File: src/hw/pb_vol_regs.svh
`ifndef PB_VOL_REGS_SVH
`define PB_VOL_REGS_SVH
// Register indices, byte address is four times the index
`define IDX_SETTINGS  8'h3F
`define IDX_ASSIGN    8'h40
`define IDX_DEBOUNCE  8'h41
`define IDX_PINMAP    8'h60
`define IDX_STATUS    8'h61
`define IDX_ADC_GAIN0 8'h62
`define IDX_DAC_GAIN0 8'h66
// Reset values
`define RST_SETTINGS  8'h00
`define RST_ASSIGN    8'h87
`define RST_DEBOUNCE  8'h05
`define RST_PINMAP    8'h08
`define RST_GAIN      8'h00
// Field positions
`define ASSIGN_SEL_LSB  0
`define ASSIGN_RATE_LSB 3
`define ASSIGN_STEP_LSB 6
`define SET_HOLD_LSB    0
`define SET_INIT_LSB    3
`define PINMAP_DOWN_LSB 3
`define SEL_NONE        3'h7
`define SEL_RESERVED    3'h6
`define DEB_BYPASS      3'h7
`define MP_PINS         5
// Timing base: one tick per microsecond
`define CLK_PERIOD_NS   50
`define TICK_TIME_NS    1000
`define TICK_CYCLES     ((`TICK_TIME_NS + `CLK_PERIOD_NS - 1) / `CLK_PERIOD_NS)
`define DEB_US_0        300
`define DEB_US_1        600
`define DEB_US_2        900
`define DEB_US_3        5000
`define DEB_US_4        10000
`define DEB_US_5        20000
`define DEB_US_6        40000
`define HOLD_MS_0       150
`define HOLD_MS_1       300
`define HOLD_MS_2       450
`define HOLD_MS_3       600
`define HOLD_MS_4       900
`define HOLD_MS_5       1200
`define US_PER_MS       1000
`define US_PER_S        1000000
`define MDB_PER_DB      1000
`define UNIT_MDB        375
`define RAMP_DBPS_0     60
`define RAMP_DBPS_1     48
`define RAMP_DBPS_2     36
`define RAMP_DBPS_3     30
`define RAMP_DBPS_4     24
`define RAMP_DBPS_5     18
`define RAMP_DBPS_6     12
`define RAMP_DBPS_7     6
// Volume in 0.375 dB attenuation units
`define STEP_UNITS_0    8'd1
`define STEP_UNITS_1    8'd4
`define STEP_UNITS_2    8'd8
`define STEP_UNITS_3    8'd12
`define INIT_UNITS      8'd4
`define VOL_FLOOR       8'hFF
`endif

File: src/hw/pb_vol_pkg.sv
`default_nettype none
package pb_vol_pkg;
  typedef enum logic [1:0] {BTN_IDLE, BTN_HOLD, BTN_RAMP} btnState_t;

  typedef struct packed {
    logic [4:0][2:0]  sync;
    logic [4:0][15:0] cnt;
    logic [4:0]       level;
  } debState_t;

  typedef struct packed {
    logic [7:0]       settings;
    logic [7:0]       assign_;
    logic [7:0]       debounce;
    logic [7:0]       pinMap;
    logic [3:0][7:0]  adcReg;
    logic [1:0][7:0]  dacReg;
    logic [4:0]       preCnt;
    logic             tick;
    logic [7:0]       vol;
    logic             enPrev;
    logic             settingsWritten;
    btnState_t        btn;
    logic             dirUp;
    logic [20:0]      holdCnt;
    logic [16:0]      rampCnt;
    logic             ack;
    logic [31:0]      rdData;
    logic [3:0][7:0]  adcOut;
    logic [1:0][7:0]  dacOut;
  } topState_t;
endpackage
`default_nettype wire

File: src/hw/mp_debounce.sv
`include "pb_vol_regs.svh"
`default_nettype none
module mp_debounce (
  // Clock and reset
  input  wire logic                core_clk,
  input  wire logic                rst,
  // Control
  input  wire logic                tick,
  input  wire logic [2:0]          mode,
  // Pins
  input  wire logic [`MP_PINS-1:0] pinRaw,
  output logic      [`MP_PINS-1:0] pinLevel
);
  pb_vol_pkg::debState_t q;
  pb_vol_pkg::debState_t d;
  logic [15:0]           limUs;

  function automatic logic [15:0] debLimit(input logic [2:0] code);
    case (code)
      3'h0: debLimit = 16'(`DEB_US_0);
      3'h1: debLimit = 16'(`DEB_US_1);
      3'h2: debLimit = 16'(`DEB_US_2);
      3'h3: debLimit = 16'(`DEB_US_3);
      3'h4: debLimit = 16'(`DEB_US_4);
      3'h5: debLimit = 16'(`DEB_US_5);
      default: debLimit = 16'(`DEB_US_6);
    endcase
  endfunction

  assign limUs = debLimit(mode);

  ////////////////////////////////////////////////////////////////////////
  always_comb
  begin
    d = q;
    for (int i = 0; i < `MP_PINS; i++)
    begin
      d.sync[i] = {q.sync[i][1:0], pinRaw[i]};
      if (q.sync[i][1] != q.sync[i][2] || q.sync[i][2] == q.level[i])
        d.cnt[i] = 16'h0000;
      else if (mode == `DEB_BYPASS)
        d.level[i] = q.sync[i][2];
      else if (tick)
      begin
        if (q.cnt[i] >= limUs - 16'h0001)
        begin
          d.level[i] = q.sync[i][2];
          d.cnt[i] = 16'h0000;
        end
        else
          d.cnt[i] = q.cnt[i] + 16'h0001;
      end
    end
  end

  always_ff @(posedge core_clk or posedge rst)
  begin
    if (rst)
      q <= '0;
    else
      q <= d;
  end

  assign pinLevel = q.level;
endmodule // mp_debounce
`default_nettype wire

File: src/hw/pushbutton_volume_debounce.sv
// Summary of operation
// - Selector picks group: ADC0/1, ADC2/3, all ADCs, both DACs, DAC0, DAC1, reserved.
// - Button volume is active only while the selector differs from 111.
// - Selector 111 leaves each converter on its own channel gain register.
// - Pin debounce time selectable 300 us to 40 ms; code 111 bypasses.
// - Debounce time field resets to 5, meaning 20 ms.
// - Held button ramps volume at 60 down to 6 dB per second by code.
// - Each press steps volume by 0.375, 1.5, 3.0 or 4.5 dB; reset 3.0.
// - Held button waits 150 to 1200 ms before ramping starts.
`include "pb_vol_regs.svh"
`default_nettype none
module pushbutton_volume_debounce #(
  parameter int TICK_CYCLES = `TICK_CYCLES
) (
  // Clock and reset
  input  wire logic                core_clk,
  input  wire logic                rst,
  // Wishbone slave
  input  wire logic                cyc_i,
  input  wire logic                stb_i,
  input  wire logic                we_i,
  input  wire logic [9:0]          adr_i,
  input  wire logic [31:0]         dat_i,
  input  wire logic [3:0]          sel_i,
  output logic                     ack_o,
  output logic      [31:0]         dat_o,
  // Multipurpose pins
  input  wire logic [`MP_PINS-1:0] multipurposePin,
  // Converter gains
  output logic      [3:0][7:0]     adcChannelGain,
  output logic      [1:0][7:0]     dacChannelGain
);
  pb_vol_pkg::topState_t q;
  pb_vol_pkg::topState_t d;
  logic [`MP_PINS-1:0]   pinLevel;
  logic [2:0]            selQ;
  logic                  en;
  logic                  justEn;
  logic                  upBtn;
  logic                  downBtn;
  logic                  held;
  logic [7:0]            stepUnits;
  logic [20:0]           holdLimit;
  logic [16:0]           rampLimit;
  logic [7:0]            idx;

  mp_debounce u_debounce (
    .core_clk (core_clk),
    .rst      (rst),
    .tick     (q.tick),
    .mode     (q.debounce[2:0]),
    .pinRaw   (multipurposePin),
    .pinLevel (pinLevel)
  );

  ////////////////////////////////////////////////////////////////////////
  function automatic logic inGroup(input logic [2:0] s, input logic dac, input int ch);
    case (s)
      3'h0: inGroup = !dac && ch < 2;
      3'h1: inGroup = !dac && ch >= 2;
      3'h2: inGroup = !dac;
      3'h3: inGroup = dac;
      3'h4: inGroup = dac && ch == 0;
      3'h5: inGroup = dac && ch == 1;
      default: inGroup = 1'b0; // Reserved code drives nothing
    endcase
  endfunction

  function automatic logic [7:0] stepVol(input logic [7:0] v, input logic up,
                                         input logic [7:0] amt);
    if (up)
      stepVol = (v > amt) ? v - amt : 8'h00;
    else
      stepVol = (9'(v) + 9'(amt) > 9'h0FF) ? `VOL_FLOOR : v + amt;
  endfunction

  function automatic logic [16:0] rampUs(input int dbps);
    rampUs = 17'(`US_PER_S / `MDB_PER_DB * `UNIT_MDB / dbps);
  endfunction

  function automatic logic pinSel(input logic [`MP_PINS-1:0] lv, input logic [2:0] p);
    pinSel = (int'(p) < `MP_PINS) ? lv[p] : 1'b0;
  endfunction

  assign selQ = q.assign_[`ASSIGN_SEL_LSB +: 3];
  assign en = selQ != `SEL_NONE;
  assign justEn = en && !q.enPrev;
  // Pins are high while pressed; pin mapping lives in its own register
  assign upBtn = pinSel(pinLevel, q.pinMap[2:0]);
  assign downBtn = pinSel(pinLevel, q.pinMap[`PINMAP_DOWN_LSB +: 3]);
  assign held = q.dirUp ? upBtn : downBtn;
  assign idx = adr_i[9:2];

  always_comb
  begin
    case (q.assign_[`ASSIGN_STEP_LSB +: 2])
      2'h0: stepUnits = `STEP_UNITS_0;
      2'h1: stepUnits = `STEP_UNITS_1;
      2'h2: stepUnits = `STEP_UNITS_2;
      default: stepUnits = `STEP_UNITS_3;
    endcase
    case (q.settings[`SET_HOLD_LSB +: 3])
      3'h0: holdLimit = 21'(`HOLD_MS_0 * `US_PER_MS);
      3'h1: holdLimit = 21'(`HOLD_MS_1 * `US_PER_MS);
      3'h2: holdLimit = 21'(`HOLD_MS_2 * `US_PER_MS);
      3'h3: holdLimit = 21'(`HOLD_MS_3 * `US_PER_MS);
      3'h4: holdLimit = 21'(`HOLD_MS_4 * `US_PER_MS);
      default: holdLimit = 21'(`HOLD_MS_5 * `US_PER_MS); // Undefined codes hold longest
    endcase
    case (q.assign_[`ASSIGN_RATE_LSB +: 3])
      3'h0: rampLimit = rampUs(`RAMP_DBPS_0);
      3'h1: rampLimit = rampUs(`RAMP_DBPS_1);
      3'h2: rampLimit = rampUs(`RAMP_DBPS_2);
      3'h3: rampLimit = rampUs(`RAMP_DBPS_3);
      3'h4: rampLimit = rampUs(`RAMP_DBPS_4);
      3'h5: rampLimit = rampUs(`RAMP_DBPS_5);
      3'h6: rampLimit = rampUs(`RAMP_DBPS_6);
      default: rampLimit = rampUs(`RAMP_DBPS_7);
    endcase
  end

  ////////////////////////////////////////////////////////////////////////
  always_comb
  begin
    d = q;
    d.tick = 1'b0;
    d.ack = 1'b0;
    // Microsecond tick keeps every long count small
    if (q.preCnt >= 5'(TICK_CYCLES - 1))
    begin
      d.preCnt = 5'h00;
      d.tick = 1'b1;
    end
    else
      d.preCnt = q.preCnt + 5'h01;

    // Bus: answer one cycle after the request, unmapped reads zero
    if (cyc_i && stb_i && !q.ack)
    begin
      d.ack = 1'b1;
      d.rdData = 32'h0000_0000;
      if (idx == `IDX_SETTINGS)
        d.rdData[7:0] = q.settings;
      else if (idx == `IDX_ASSIGN)
        d.rdData[7:0] = q.assign_;
      else if (idx == `IDX_DEBOUNCE)
        d.rdData[7:0] = q.debounce;
      else if (idx == `IDX_PINMAP)
        d.rdData[7:0] = q.pinMap;
      else if (idx == `IDX_STATUS)
        d.rdData[15:0] = {en, pinLevel, q.btn, q.vol};
      else if (idx >= `IDX_ADC_GAIN0 && idx < `IDX_DAC_GAIN0)
        d.rdData[7:0] = q.adcReg[2'(idx - `IDX_ADC_GAIN0)];
      else if (idx >= `IDX_DAC_GAIN0 && idx < `IDX_DAC_GAIN0 + 8'h02)
        d.rdData[7:0] = q.dacReg[1'(idx - `IDX_DAC_GAIN0)];
      if (we_i && sel_i[0])
      begin
        if (idx == `IDX_SETTINGS)
        begin
          d.settings = dat_i[7:0];
          d.settingsWritten = 1'b1;
        end
        else if (idx == `IDX_ASSIGN)
          d.assign_ = dat_i[7:0];
        else if (idx == `IDX_DEBOUNCE)
          d.debounce = dat_i[7:0];
        else if (idx == `IDX_PINMAP)
          d.pinMap = dat_i[7:0];
        else if (idx >= `IDX_ADC_GAIN0 && idx < `IDX_DAC_GAIN0)
          d.adcReg[2'(idx - `IDX_ADC_GAIN0)] = dat_i[7:0];
        else if (idx >= `IDX_DAC_GAIN0 && idx < `IDX_DAC_GAIN0 + 8'h02)
          d.dacReg[1'(idx - `IDX_DAC_GAIN0)] = dat_i[7:0];
      end
    end

    // Button volume engine
    d.enPrev = en;
    if (!en)
      d.btn = pb_vol_pkg::BTN_IDLE;
    else if (justEn)
    begin
      // Without prior settings the level opens fully attenuated
      d.vol = q.settingsWritten ? q.settings[`SET_INIT_LSB +: 5] * `INIT_UNITS
                                : `VOL_FLOOR;
      d.btn = pb_vol_pkg::BTN_IDLE;
    end
    else
    begin
      case (q.btn)
        pb_vol_pkg::BTN_IDLE:
          if (upBtn || downBtn)
          begin
            d.dirUp = upBtn; // Up wins when both are pressed
            d.vol = stepVol(q.vol, upBtn, stepUnits);
            d.holdCnt = 21'h0;
            d.btn = pb_vol_pkg::BTN_HOLD;
          end
        pb_vol_pkg::BTN_HOLD:
          if (!held)
            d.btn = pb_vol_pkg::BTN_IDLE;
          else if (q.tick)
          begin
            if (q.holdCnt >= holdLimit - 21'h1)
            begin
              d.btn = pb_vol_pkg::BTN_RAMP;
              d.rampCnt = 17'h0;
            end
            else
              d.holdCnt = q.holdCnt + 21'h1;
          end
        default:
          if (!held)
            d.btn = pb_vol_pkg::BTN_IDLE;
          else if (q.tick)
          begin
            if (q.rampCnt >= rampLimit - 17'h1)
            begin
              d.vol = stepVol(q.vol, q.dirUp, 8'h01);
              d.rampCnt = 17'h0;
            end
            else
              d.rampCnt = q.rampCnt + 17'h1;
          end
      endcase
    end

    for (int i = 0; i < 4; i++)
      d.adcOut[i] = (en && inGroup(selQ, 1'b0, i)) ? q.vol : q.adcReg[i];
    for (int i = 0; i < 2; i++)
      d.dacOut[i] = (en && inGroup(selQ, 1'b1, i)) ? q.vol : q.dacReg[i];
  end

  always_ff @(posedge core_clk or posedge rst)
  begin
    if (rst)
    begin
      q <= '0;
      q.settings <= `RST_SETTINGS;
      q.assign_ <= `RST_ASSIGN;
      q.debounce <= `RST_DEBOUNCE;
      q.pinMap <= `RST_PINMAP;
      q.vol <= `VOL_FLOOR;
    end
    else
      q <= d;
  end

  assign ack_o = q.ack;
  assign dat_o = q.rdData;
  assign adcChannelGain = q.adcOut;
  assign dacChannelGain = q.dacOut;
endmodule // pushbutton_volume_debounce
`default_nettype wire

File: config.mk
export PLATFORM = sky130hd
export DESIGN_NAME = pushbutton_volume_debounce
export DESIGN_NICKNAME = d
export VERILOG_FILES = /design/src/hw/pb_vol_pkg.sv /design/src/hw/mp_debounce.sv /design/src/hw/pushbutton_volume_debounce.sv
export VERILOG_INCLUDE_DIRS = /design/src /design/src/hw
export SDC_FILE = /design/constraint.sdc
export NUM_CORES = 1
export LEC_CHECK = 0
export BUFFER_PORTS_ARGS = -buffer_cell sky130_fd_sc_hd__buf_4
export CAP_MARGIN = 10
export CORE_MARGIN = 4
export CORE_UTILIZATION = 30
export DETAILED_ROUTE_END_ITERATION = 16
export PLACE_DENSITY = 0.5
export SLEW_MARGIN = 10
export SYNTH_ARGS = -nofsm -noshare
export SYNTH_HDL_FRONTEND = slang
export SYNTH_HIERARCHICAL = 1
export SYNTH_SLANG_ARGS = --single-unit
File: constraint.sdc
create_clock -name core_clk -period 6.9 [get_ports core_clk]
set_input_delay 0.69 -clock core_clk [delete_from_list [all_inputs] [get_ports core_clk]]
set_output_delay 0.69 -clock core_clk [all_outputs]
set_load 0.02 [all_outputs]
# ---- After elaboration in Yosys (flattened, before gate mapping)
# Index checks and enable logic that the tools add are counted.
dict set report word_totals {
  register_bits 302
  latch_bits 0
  ramBits 0
  romBits 0
  input_bits 56
  output_inout_bits 81
  elab_cells 330
  memories 0
}
dict set report classes {
  n_addsub 19
  n_mul 0
  n_div 0
  magnitude_cmp 24
  n_eq_ne 56
  n_shift 0
  muxes 111
  bitwise 12
  n_reduce_logical 66
}
# operator count
set ops {}
lappend ops {{$mux W16} 20}
lappend ops {{$mux W8} 35}
lappend ops {{$pmux W16 S7} 1}
lappend ops {{$pmux W21 S5} 1}
lappend ops {{$pmux W16 S6} 1}
lappend ops {{$add A16 B1 Y16 const B} 5}
lappend ops {{$ge A16 B16 Y1} 5}
lappend ops {{$mux W38} 2}
lappend ops {{$mux W17} 4}
lappend ops {{$pmux W21 S2} 1}
lappend ops {{$pmux W17 S2} 1}
lappend ops {{$mux W33} 1}
lappend ops {{$bwmux W32} 1}
lappend ops {{$eq A8 B7 Y1 const B} 4}
lappend ops {{$eq A3 B3 Y1 const B} 9}
lappend ops {{$mux W1} 25}
lappend ops {{$eq A3 B2 Y1 const B} 8}
lappend ops {{$mux W24} 1}
lappend ops {{$reduce_bool A2 Y1} 12}
lappend ops {{$add A21 B1 Y21 const B} 1}
lappend ops {{$ge A21 B21 Y1} 1}
lappend ops {{$mux W21} 1}
lappend ops {{$sub A21 B1 Y21 const B} 1}
lappend ops {{$gt A9 B8 Y1 const B} 2}
lappend ops {{61 further kinds} 145}

# ---- Logic depth before layout (Yosys ltp)
# Gate-level depths: netlist (run 1).
dict set report logic_depth {
  ltp_word 11
  mapped_depth 18
  depth_no_buf 16
}

# ---- By module
# The synthesis (run 1) kept the hierarchy.
# mod instances cells_each area_each_um2 seq_area_each_um2
set modules_own_cells {}
lappend modules_own_cells {pushbutton_volume_debounce 1 1204 11870.1 5073.6}
lappend modules_own_cells {mp_debounce 1 783 6957.9 2502.4}

# ---- Worst setup path after synthesis (run 1)
# Ideal clock, no wire load.
dict set report synth_timing {
  path_type {reg2reg}
  startpoint {register, netlist name q[206]}
  endpoint {register, netlist name q[89]}
  setup_time_ns 0.087
  arrival_ns 3.544
  t_required_ns 6.813
  slack_ns 3.270
  path_stages_with_launch 16
  n_path_buf 4
  period_less_slack_ns 3.630
  cell_sequence {dfrtp_1 > clkbuf_1 > clkbuf_1 > nand2b_1 > ha_1 > nand2b_1 > o31a_1 > ha_1 > a211oi_1 > o21ai_0 > a311o_1 > clkbuf_1 > or2_2 > clkbuf_1 > or4_1 > o211ai_1}
}

==> reports/summary.txt, run 1 <==
status: complete, no violations
WL final: 52.15 mm
Clk Latency, worst-skew pair: 560 ps
GR Overflow Total: 0
Max FO, Critical Path: 29
Final Cycle Share: 68.12%
H-tree levels: 2
initial antenna violation count: 3
met3 wire len: 2.309 mm
post-synthesis cell count: 1987
register area share after synthesis: 40.24%
layout cells sized above 1: 16.71%
Die Y: 258.5 µm
highest routed layer: met4
postcts setup bufs: 0
Max transition margin: 27.68%
cts repair resizes: 0
top post-synthesis cells by area: dfrtp_1, ha_1, mux2_2
RSZ-0062 raised after global routing: false
total track usage: 15.42%
wl on met1: 24.07 mm
Final Hold Slack: 151.9 ps
Slew Limit Fails: 0
Reg clk slew, reported paths: 60 ps
predominant post-synthesis flop cell: dfrtp_1
Worst Setup Path Type: register to register
Final Skew: 21.85 ps
Register-to-Register Path Depth: 8
count leader, synth: dfrtp_1
min-delay worst type: primary input to asynchronous set/reset pin
#FFs+latches synth: 302
largest net degree at the start of global routing: 87
post-synth top area cell: dfrtp_1
first-pass GRT wire length: 83.26 mm
die width: 258.5 µm
Residual DRC: 0
number of nets still failing antenna checks after routing: 0
CP Capture Type: register
final net count: 2139
Inst Count DP: 2763
crit path cell chain: mux2i_1, inv_1, ha_1, maj3_1, a31oi_1, nand4_1, or3_1, o211ai_1
CTS buffer count: 38
vias in the first global route: 14642
CP Data Arrival Time: 5150 ps
vias: 14813
Fin. Hold Viols: 0
Layout Cells excl Fill: 2832
Crit path depth: 8
most frequent cells after synthesis: dfrtp_1, nand2_1, o21ai_0
Worst Max-Slew Pin Slew: 1081 ps
CP startpoint kind: register
crit-path leading delay family: simple AND/OR/NAND/NOR gates
peak supply drop: 0.1212 mV
Initial Util: 30.40%
Util after Layout: 33.77%
WP buf/inv: 1
# rows: 91
Final Setup Violations: 0
cts hold-fix bufs: 0
WL/cell: 18.41 µm
Critical Path RT: 7350 ps
largest stage delay on the critical path: 860 ps
CTS max path bufs: 3
Critical-path top delay cell: mux2i_1
Synth top area share: 38.14%
clk sink count: 302
root buffer cell: clkbuf_16
DR iter-0 viols: 1023
Max Freq: 0.2128 GHz
Post-synth EDFFs: 0
pwr dens: 215.3 nW/µm²
async set-reset flop share out of synthesis: 100.0%
Lkg Pwr: 9.598 nW
drt first pass iters: 5
Netlist Area Pre-Place: 18830 µm²
TritonCTS clock tree: yes
Area Overhead vs Synth: 11.10%
syn_area_per_cell: 9.476 µm²
max_cap viols: 0
dpl hpwl: 36.94 mm
vias per cell: 5.231
library cells used by synthesis: 90
met2 WL post-DR: 24.84 mm
die area: 66830 µm²
synth warn: 6
number of buffers added on ports: 91
RD Place Congestion: 0.8103
setup TNS: 0 ps
CORE AREA: 61940 µm²
Tmin final: 4700 ps
io pins: 137
## cells by family after synthesis
logic type | after synthesis | share of synthesized area, %
adder cells (fa/ha/maj) | 126 | 8.280
AND/OR/NAND/NOR | 639 | 17.13
multiplexers | 136 | 8.460
buffers and inverters | 248 | 7.157
other | 2 | 0.03989
XOR/XNOR | 28 | 1.302
AO/OA/AOI/OAI | 506 | 17.39
flip-flops | 302 | 40.24
## per-stage QoR
stage	setup WS (ps)	instance area (µm²)	power, mW
CTS	2117	20910	4.583
floorplan	724.1	18880	2.336
finish	2200	20920	4.504
global route	1879	20910	4.718
global placement	2288	19630	2.478
detailed placement	2127	19630	2.482
## registers in the layout, summed over array words and instances (netlist names)
name	cells
u_debounce/pinLevel	5
u_debounce/d	10
ack_o	1
adcChannelGain	32
dat_o	16
q	137
u_debounce/q	85
dacChannelGain	16
## worst reg2reg max path, cell delays in order (launching register included)
cell and delay [ps]:
dfrtp_1 770, mux2i_1 870, inv_1 440, ha_1 320, maj3_1 350, a31oi_1 210, nand4_1 850, or3_1 690
o211ai_1 100
## area by class of cell
class / count / area, µm²
inverter: 68 / 265.3
fill: 6368 / 41020
clock buffer: 54 / 1081
multi-input combinational: 1452 / 9973
antenna: 2 / 5.005
clock inverter: 13 / 190.2
timing repair buffer: 104 / 780.7
sequential: 302 / 7576
tap: 837 / 1047
## layout by cell type (no fill, tap or decap), types with 65 or more instances in the layout
cell	Yosys	layout
nand3_1	107	107
mux2_2	104	104
a21oi_1	118	117
nor2_1	101	101
ha_1	117	117
dfrtp_1	287	287
inv_1	67	65
buf_4	93	104
nand2_1	187	187
o21ai_0	124	124
## layer usage
metal | vias to the layer above | global-route usage, %
li1 | 7153 | -
met1 | 7341 | 20.95
met2 | 264 | 25.66
met3 | 55 | 2.883
met4 | 0 | 3.523
met5 | - | 0
## worst paths after layout
kind                       slack (ps)                from            endpoint
setup / recovery                 2200              q[195]    u_debounce/q[63]
max in group asynchronous        5340                 rst  adcChannelGain[14]
hold reg to reg                   350    u_debounce/d[86]    u_debounce/d[87]
hold / removal                    150                 rst    u_debounce/q[16]
min in group core_clk             250  multipurposePin[4]    u_debounce/d[98]
setup reg to reg                 2200              q[195]    u_debounce/q[63]
## where the power goes
| group | leakage, nW | internal, mW | total (mW) | switching, mW |
|---|---|---|---|---|
| clock | 0.622 | 1.24 | 2.05 | 0.808 |
| combinational | 4.90 | 0.189 | 0.527 | 0.338 |
| sequential | 4.08 | 1.83 | 1.93 | 0.0975 |
| total | 9.60 | 3.26 | 4.50 | 1.24 |
Power figures use the tool's default switching activity.
==> run 2, diff against run 1 <==
Settings changed: ABC_AREA set to 1.
Clock period 6.9 ns to 4.5 ns, I/O delays scaled along.
==> run 2 against run 1 <==
Net effect: worst setup slack worse by 1400 ps; critical endpoint is now q[124]; design area up 6.1%; hold slack worse by 120 ps; total power up 78%; sequential cell count unchanged; synthesized cell count up 33%; combinational power rose to 2.9 times the previous value; clock skew up 3.1 ps; clock power up 65%; largest cell class unchanged; critical path depth up 11; first-iteration DRC count up 47%; non-clock buffer count up 5.
==> reports/summary.txt, run 2 <==
status: complete, no violations (unchanged)
post-synth top area cell: dfrtp_1 (unchanged)
cell mode on critical path: nand2_1
cts hold-fix bufs: 5 (was 0)
Netlist Area Pre-Place: 19830 µm² (was 18830 µm²)
#FFs+latches synth: 302 (unchanged)
Final Cycle Share: 81.60% (was 68.12%)
WL/cell: 17.43 µm (was 18.41 µm)
crit-path leading delay family: simple AND/OR/NAND/NOR gates (unchanged)
pwr dens: 362.0 nW/µm² (was 215.3 nW/µm²)
CTS max path bufs: 3 (unchanged)
post-route setup slack: 828.2 ps (was 2200 ps)
TritonCTS clock tree: yes (unchanged)
DR iter-0 viols: 1500 (was 1023)
CTS buffer count: 39 (was 38)
library cells used by synthesis: 51 (was 90)
predominant post-synthesis flop cell: dfrtp_1 (unchanged)
met2 Resource Use GR: 25.76% (was 25.66%)
Synth top area share: 36.21% (was 38.14%)
most common cell after layout, fill and taps aside: nand2_1 (was dfrtp_1)
DP Area: 20760 µm² (was 19630 µm²)
Clk Latency, worst-skew pair: 570 ps (was 560 ps)
Worst Max-Slew Pin Slew: 1187 ps (was 1081 ps)
layout cells sized above 1: 10.05% (was 16.71%)
met3 GRT Util: 3.006% (was 2.883%)
async set-reset flop share out of synthesis: 100.0% (unchanged)
final net count: 2823 (was 2139)
number of nets still failing antenna checks after routing: 0 (unchanged)
Fin. Hold Viols: 0 (unchanged)
initial antenna violation count: 1 (was 3)
clk sink count: 302 (unchanged)
H-tree levels: 2 (unchanged)
post-synthesis cell count: 2635 (was 1987)
top post-synthesis cells by area: dfrtp_1, nand2_1, ha_1 (was dfrtp_1, ha_1, mux2_2)
Worst Setup Path Type: register to register (unchanged)
CORE AREA: 65630 µm² (was 61940 µm²)
Final Hold Slack: 35.99 ps (was 151.9 ps)
cts repair resizes: 0 (unchanged)
Max FO, Critical Path: 10 (was 29)
GR Overflow Total: 0 (unchanged)
die width: 265.1 µm (was 258.5 µm)
RSZ-0062 raised after global routing: false (unchanged)
Top Usage Layer GRT: met1 (was met2)
final instance area: 22200 µm² (was 20920 µm²)
Final Skew: 24.92 ps (was 21.85 ps)
Critical Path RT: 5000 ps (was 7350 ps)
synth warn: 6 (unchanged)
fillers: 6986 (was 6368)
max reg flops: 137 (unchanged)
vias: 17465 (was 14813)
dpl hpwl: 44.15 mm (was 36.94 mm)
CP startpoint kind: register (unchanged)
max_cap viols: 0 (unchanged)
Slew Limit Fails: 0 (unchanged)
# rows: 94 (was 91)
vias in the first global route: 16905 (was 14642)
Post-synth EDFFs: 0 (unchanged)
postcts setup bufs: 0 (unchanged)
count leader, synth: nand2_1 (was dfrtp_1)
syn_area_per_cell: 7.527 µm² (was 9.476 µm²)
peak supply drop: 0.2473 mV (was 0.1212 mV)
largest stage delay on the critical path: 520 ps (was 860 ps)
Max transition margin: 20.56% (was 27.68%)
drt first pass iters: 6 (was 5)
Die Y: 265.1 µm (was 258.5 µm)
most frequent cells after synthesis: nand2_1, dfrtp_1, inv_1 (was dfrtp_1, nand2_1, o21ai_0)
Final Setup Violations: 0 (unchanged)
number of buffers added on ports: 91 (unchanged)
min-delay worst type: primary input to asynchronous set/reset pin (unchanged)
total power: 8.035 mW (was 4.504 mW)
CP Data Arrival Time: 4180 ps (was 5150 ps)
CP Capture Type: register (unchanged)
total track usage: 17.31% (was 15.42%)
met1 Track Usage GR: 26.08% (was 20.95%)
Max Freq: 0.2723 GHz (was 0.2128 GHz)
WP buf/inv: 0 (was 1)
Residual DRC: 0 (unchanged)
crit path cell chain: nor2_1, nor2_1, o21bai_1, ha_1, nand3_1, nor3_1, nand2_1, xor2_1, ha_1, nand2_1, nor2_1, nand4_1, nor2_1, nand2_1, nand4_1, nand2_1, a21oi_2, nand2_1, nand2_1 (was mux2i_1, inv_1, ha_1, maj3_1, a31oi_1, nand4_1, or3_1, o211ai_1)
register area share after synthesis: 38.20% (was 40.24%)
Top reg by flops: q (unchanged)
first-pass GRT wire length: 97.35 mm (was 83.26 mm)
RD Place Congestion: 0.8734 (was 0.8103)
Initial Util: 30.22% (was 30.40%)
die area: 70290 µm² (was 66830 µm²)
setup TNS: 0 ps (unchanged)
pre-CTS setup slack: 860.2 ps (was 2127 ps)
Lkg Pwr: 10.69 nW (was 9.598 nW)
most frequent cells in the layout: nand2_1, dfrtp_1, inv_1 (was dfrtp_1, nand2_1, o21ai_0)
Area Overhead vs Synth: 11.91% (was 11.10%)
io pins: 137 (unchanged)
largest net degree at the start of global routing: 103 (was 87)
WL final: 61.77 mm (was 52.15 mm)
Critical-path top delay cell: dfrtp_1 (was mux2i_1)
Reg clk slew, reported paths: 60 ps (about the same)
Tmin final: 3672 ps (was 4700 ps)
vias per cell: 4.928 (was 5.231)
root buffer cell: clkbuf_16 (unchanged)
## run 2: cell types whose count changed in the layout (fill, tap and decap cells not counted), sizes merged, moves of 33 or more
| cell | previous run | this run |
|---|---|---|
| inv | 70 | 294 |
| nand3 | 107 | 194 |
| a31oi | 43 | 10 |
| nor2 | 102 | 251 |
| o21ai | 139 | 205 |
| mux2 | 105 | 0 |
| nand2 | 187 | 703 |
| and3 | 54 | 5 |
| xor2 | 12 | 61 |
| a21o | 36 | 0 |
## run 2: worst reg2reg max path, stage by stage, from the launching register on
cell and delay, ps:
dfrtp_1 520, nor2_1 150, nor2_1 200, o21bai_1 150
ha_1 210, nand3_1 110, nor3_1 210, nand2_1 100
xor2_1 150, ha_1 310, nand2_1 60, nor2_1 80
nand4_1 110, nor2_1 100, nand2_1 60, nand4_1 380
nand2_1 170, a21oi_2 370, nand2_1 110, nand2_1 70
## run 2: path summary, 6_finish.rpt
| path | start | end | slack (ps) | cells after the start |
|---|---|---|---|---|
| max | q[205] | q[124] | 830 | 19 |
| min | rst | adcChannelGain[11] | 40 | 2 |
| max reg2reg | q[205] | q[124] | 830 | 19 |
| min reg2reg | u_debounce/d[98] | u_debounce/d[99] | 350 | 0 |
| max in group asynchronous | rst | u_debounce/q[5] | 3320 | 3 |
| min in group core_clk | dat_i[3] | q[197] | 100 | 3 |
## run 2: where the power goes
| part | switching (mW) | internal [mW] | total (mW) |
|---|---|---|---|
| clock network | 1.30 | 2.09 | 3.39 |
| registers | 0.236 | 2.86 | 3.10 |
| logic | 1.09 | 0.459 | 1.54 |
| total | 2.62 | 5.41 | 8.04 |
## run 2: logic make-up (layout without fill, tap and decap cells)
group	after synthesis	after routing	share of synthesized area [%]
muxes	11	11	0.5552
buffers and inverters	447	474	10.68
AOI/OAI and AO/OA	402	402	11.65
xor gates and xnor gates	85	85	3.753
adders and majority gates	118	118	7.444
and+or+nand+nor	1268	1268	27.68
DFF	302	302	38.20
other	2	20	0.03786
## run 2: metrics by stage
stage	utilization, %	cells
2_1_floorplan	-	2650
3_3_place_gp	31.64	3467
6_report	33.82	3544
3_5_place_dp	31.64	3467
4_1_cts	33.81	3541
5_1_grt	33.81	3541
## run 2: final cells by class
| cell class | instances | area [µm²] | area share [%] |
|---|---|---|---|
| flip-flops and latches | 302 | 7576 | 34.13 |
| clock inverters | 15 | 250.2 | 1.127 |
| diodes | 3 | 7.507 | 0.03382 |
| inverters | 296 | 1119 | 5.039 |
| clock buffers | 54 | 1124 | 5.062 |
| well taps | 864 | 1081 | 4.870 |
| repair buffers | 109 | 843.3 | 3.799 |
| multi-input cells | 1901 | 10200 | 45.94 |
## run 2: per-layer routing
layer | share of wire (%) | vias to the layer above | wire length [µm]
met5 | 0 | - | 0
met4 | 2.1 | 0 | 1291
met3 | 5.5 | 78 | 3378
met2 | 42 | 456 | 26010
met1 | 50 | 8370 | 31090
li1 | - | 8561 | -
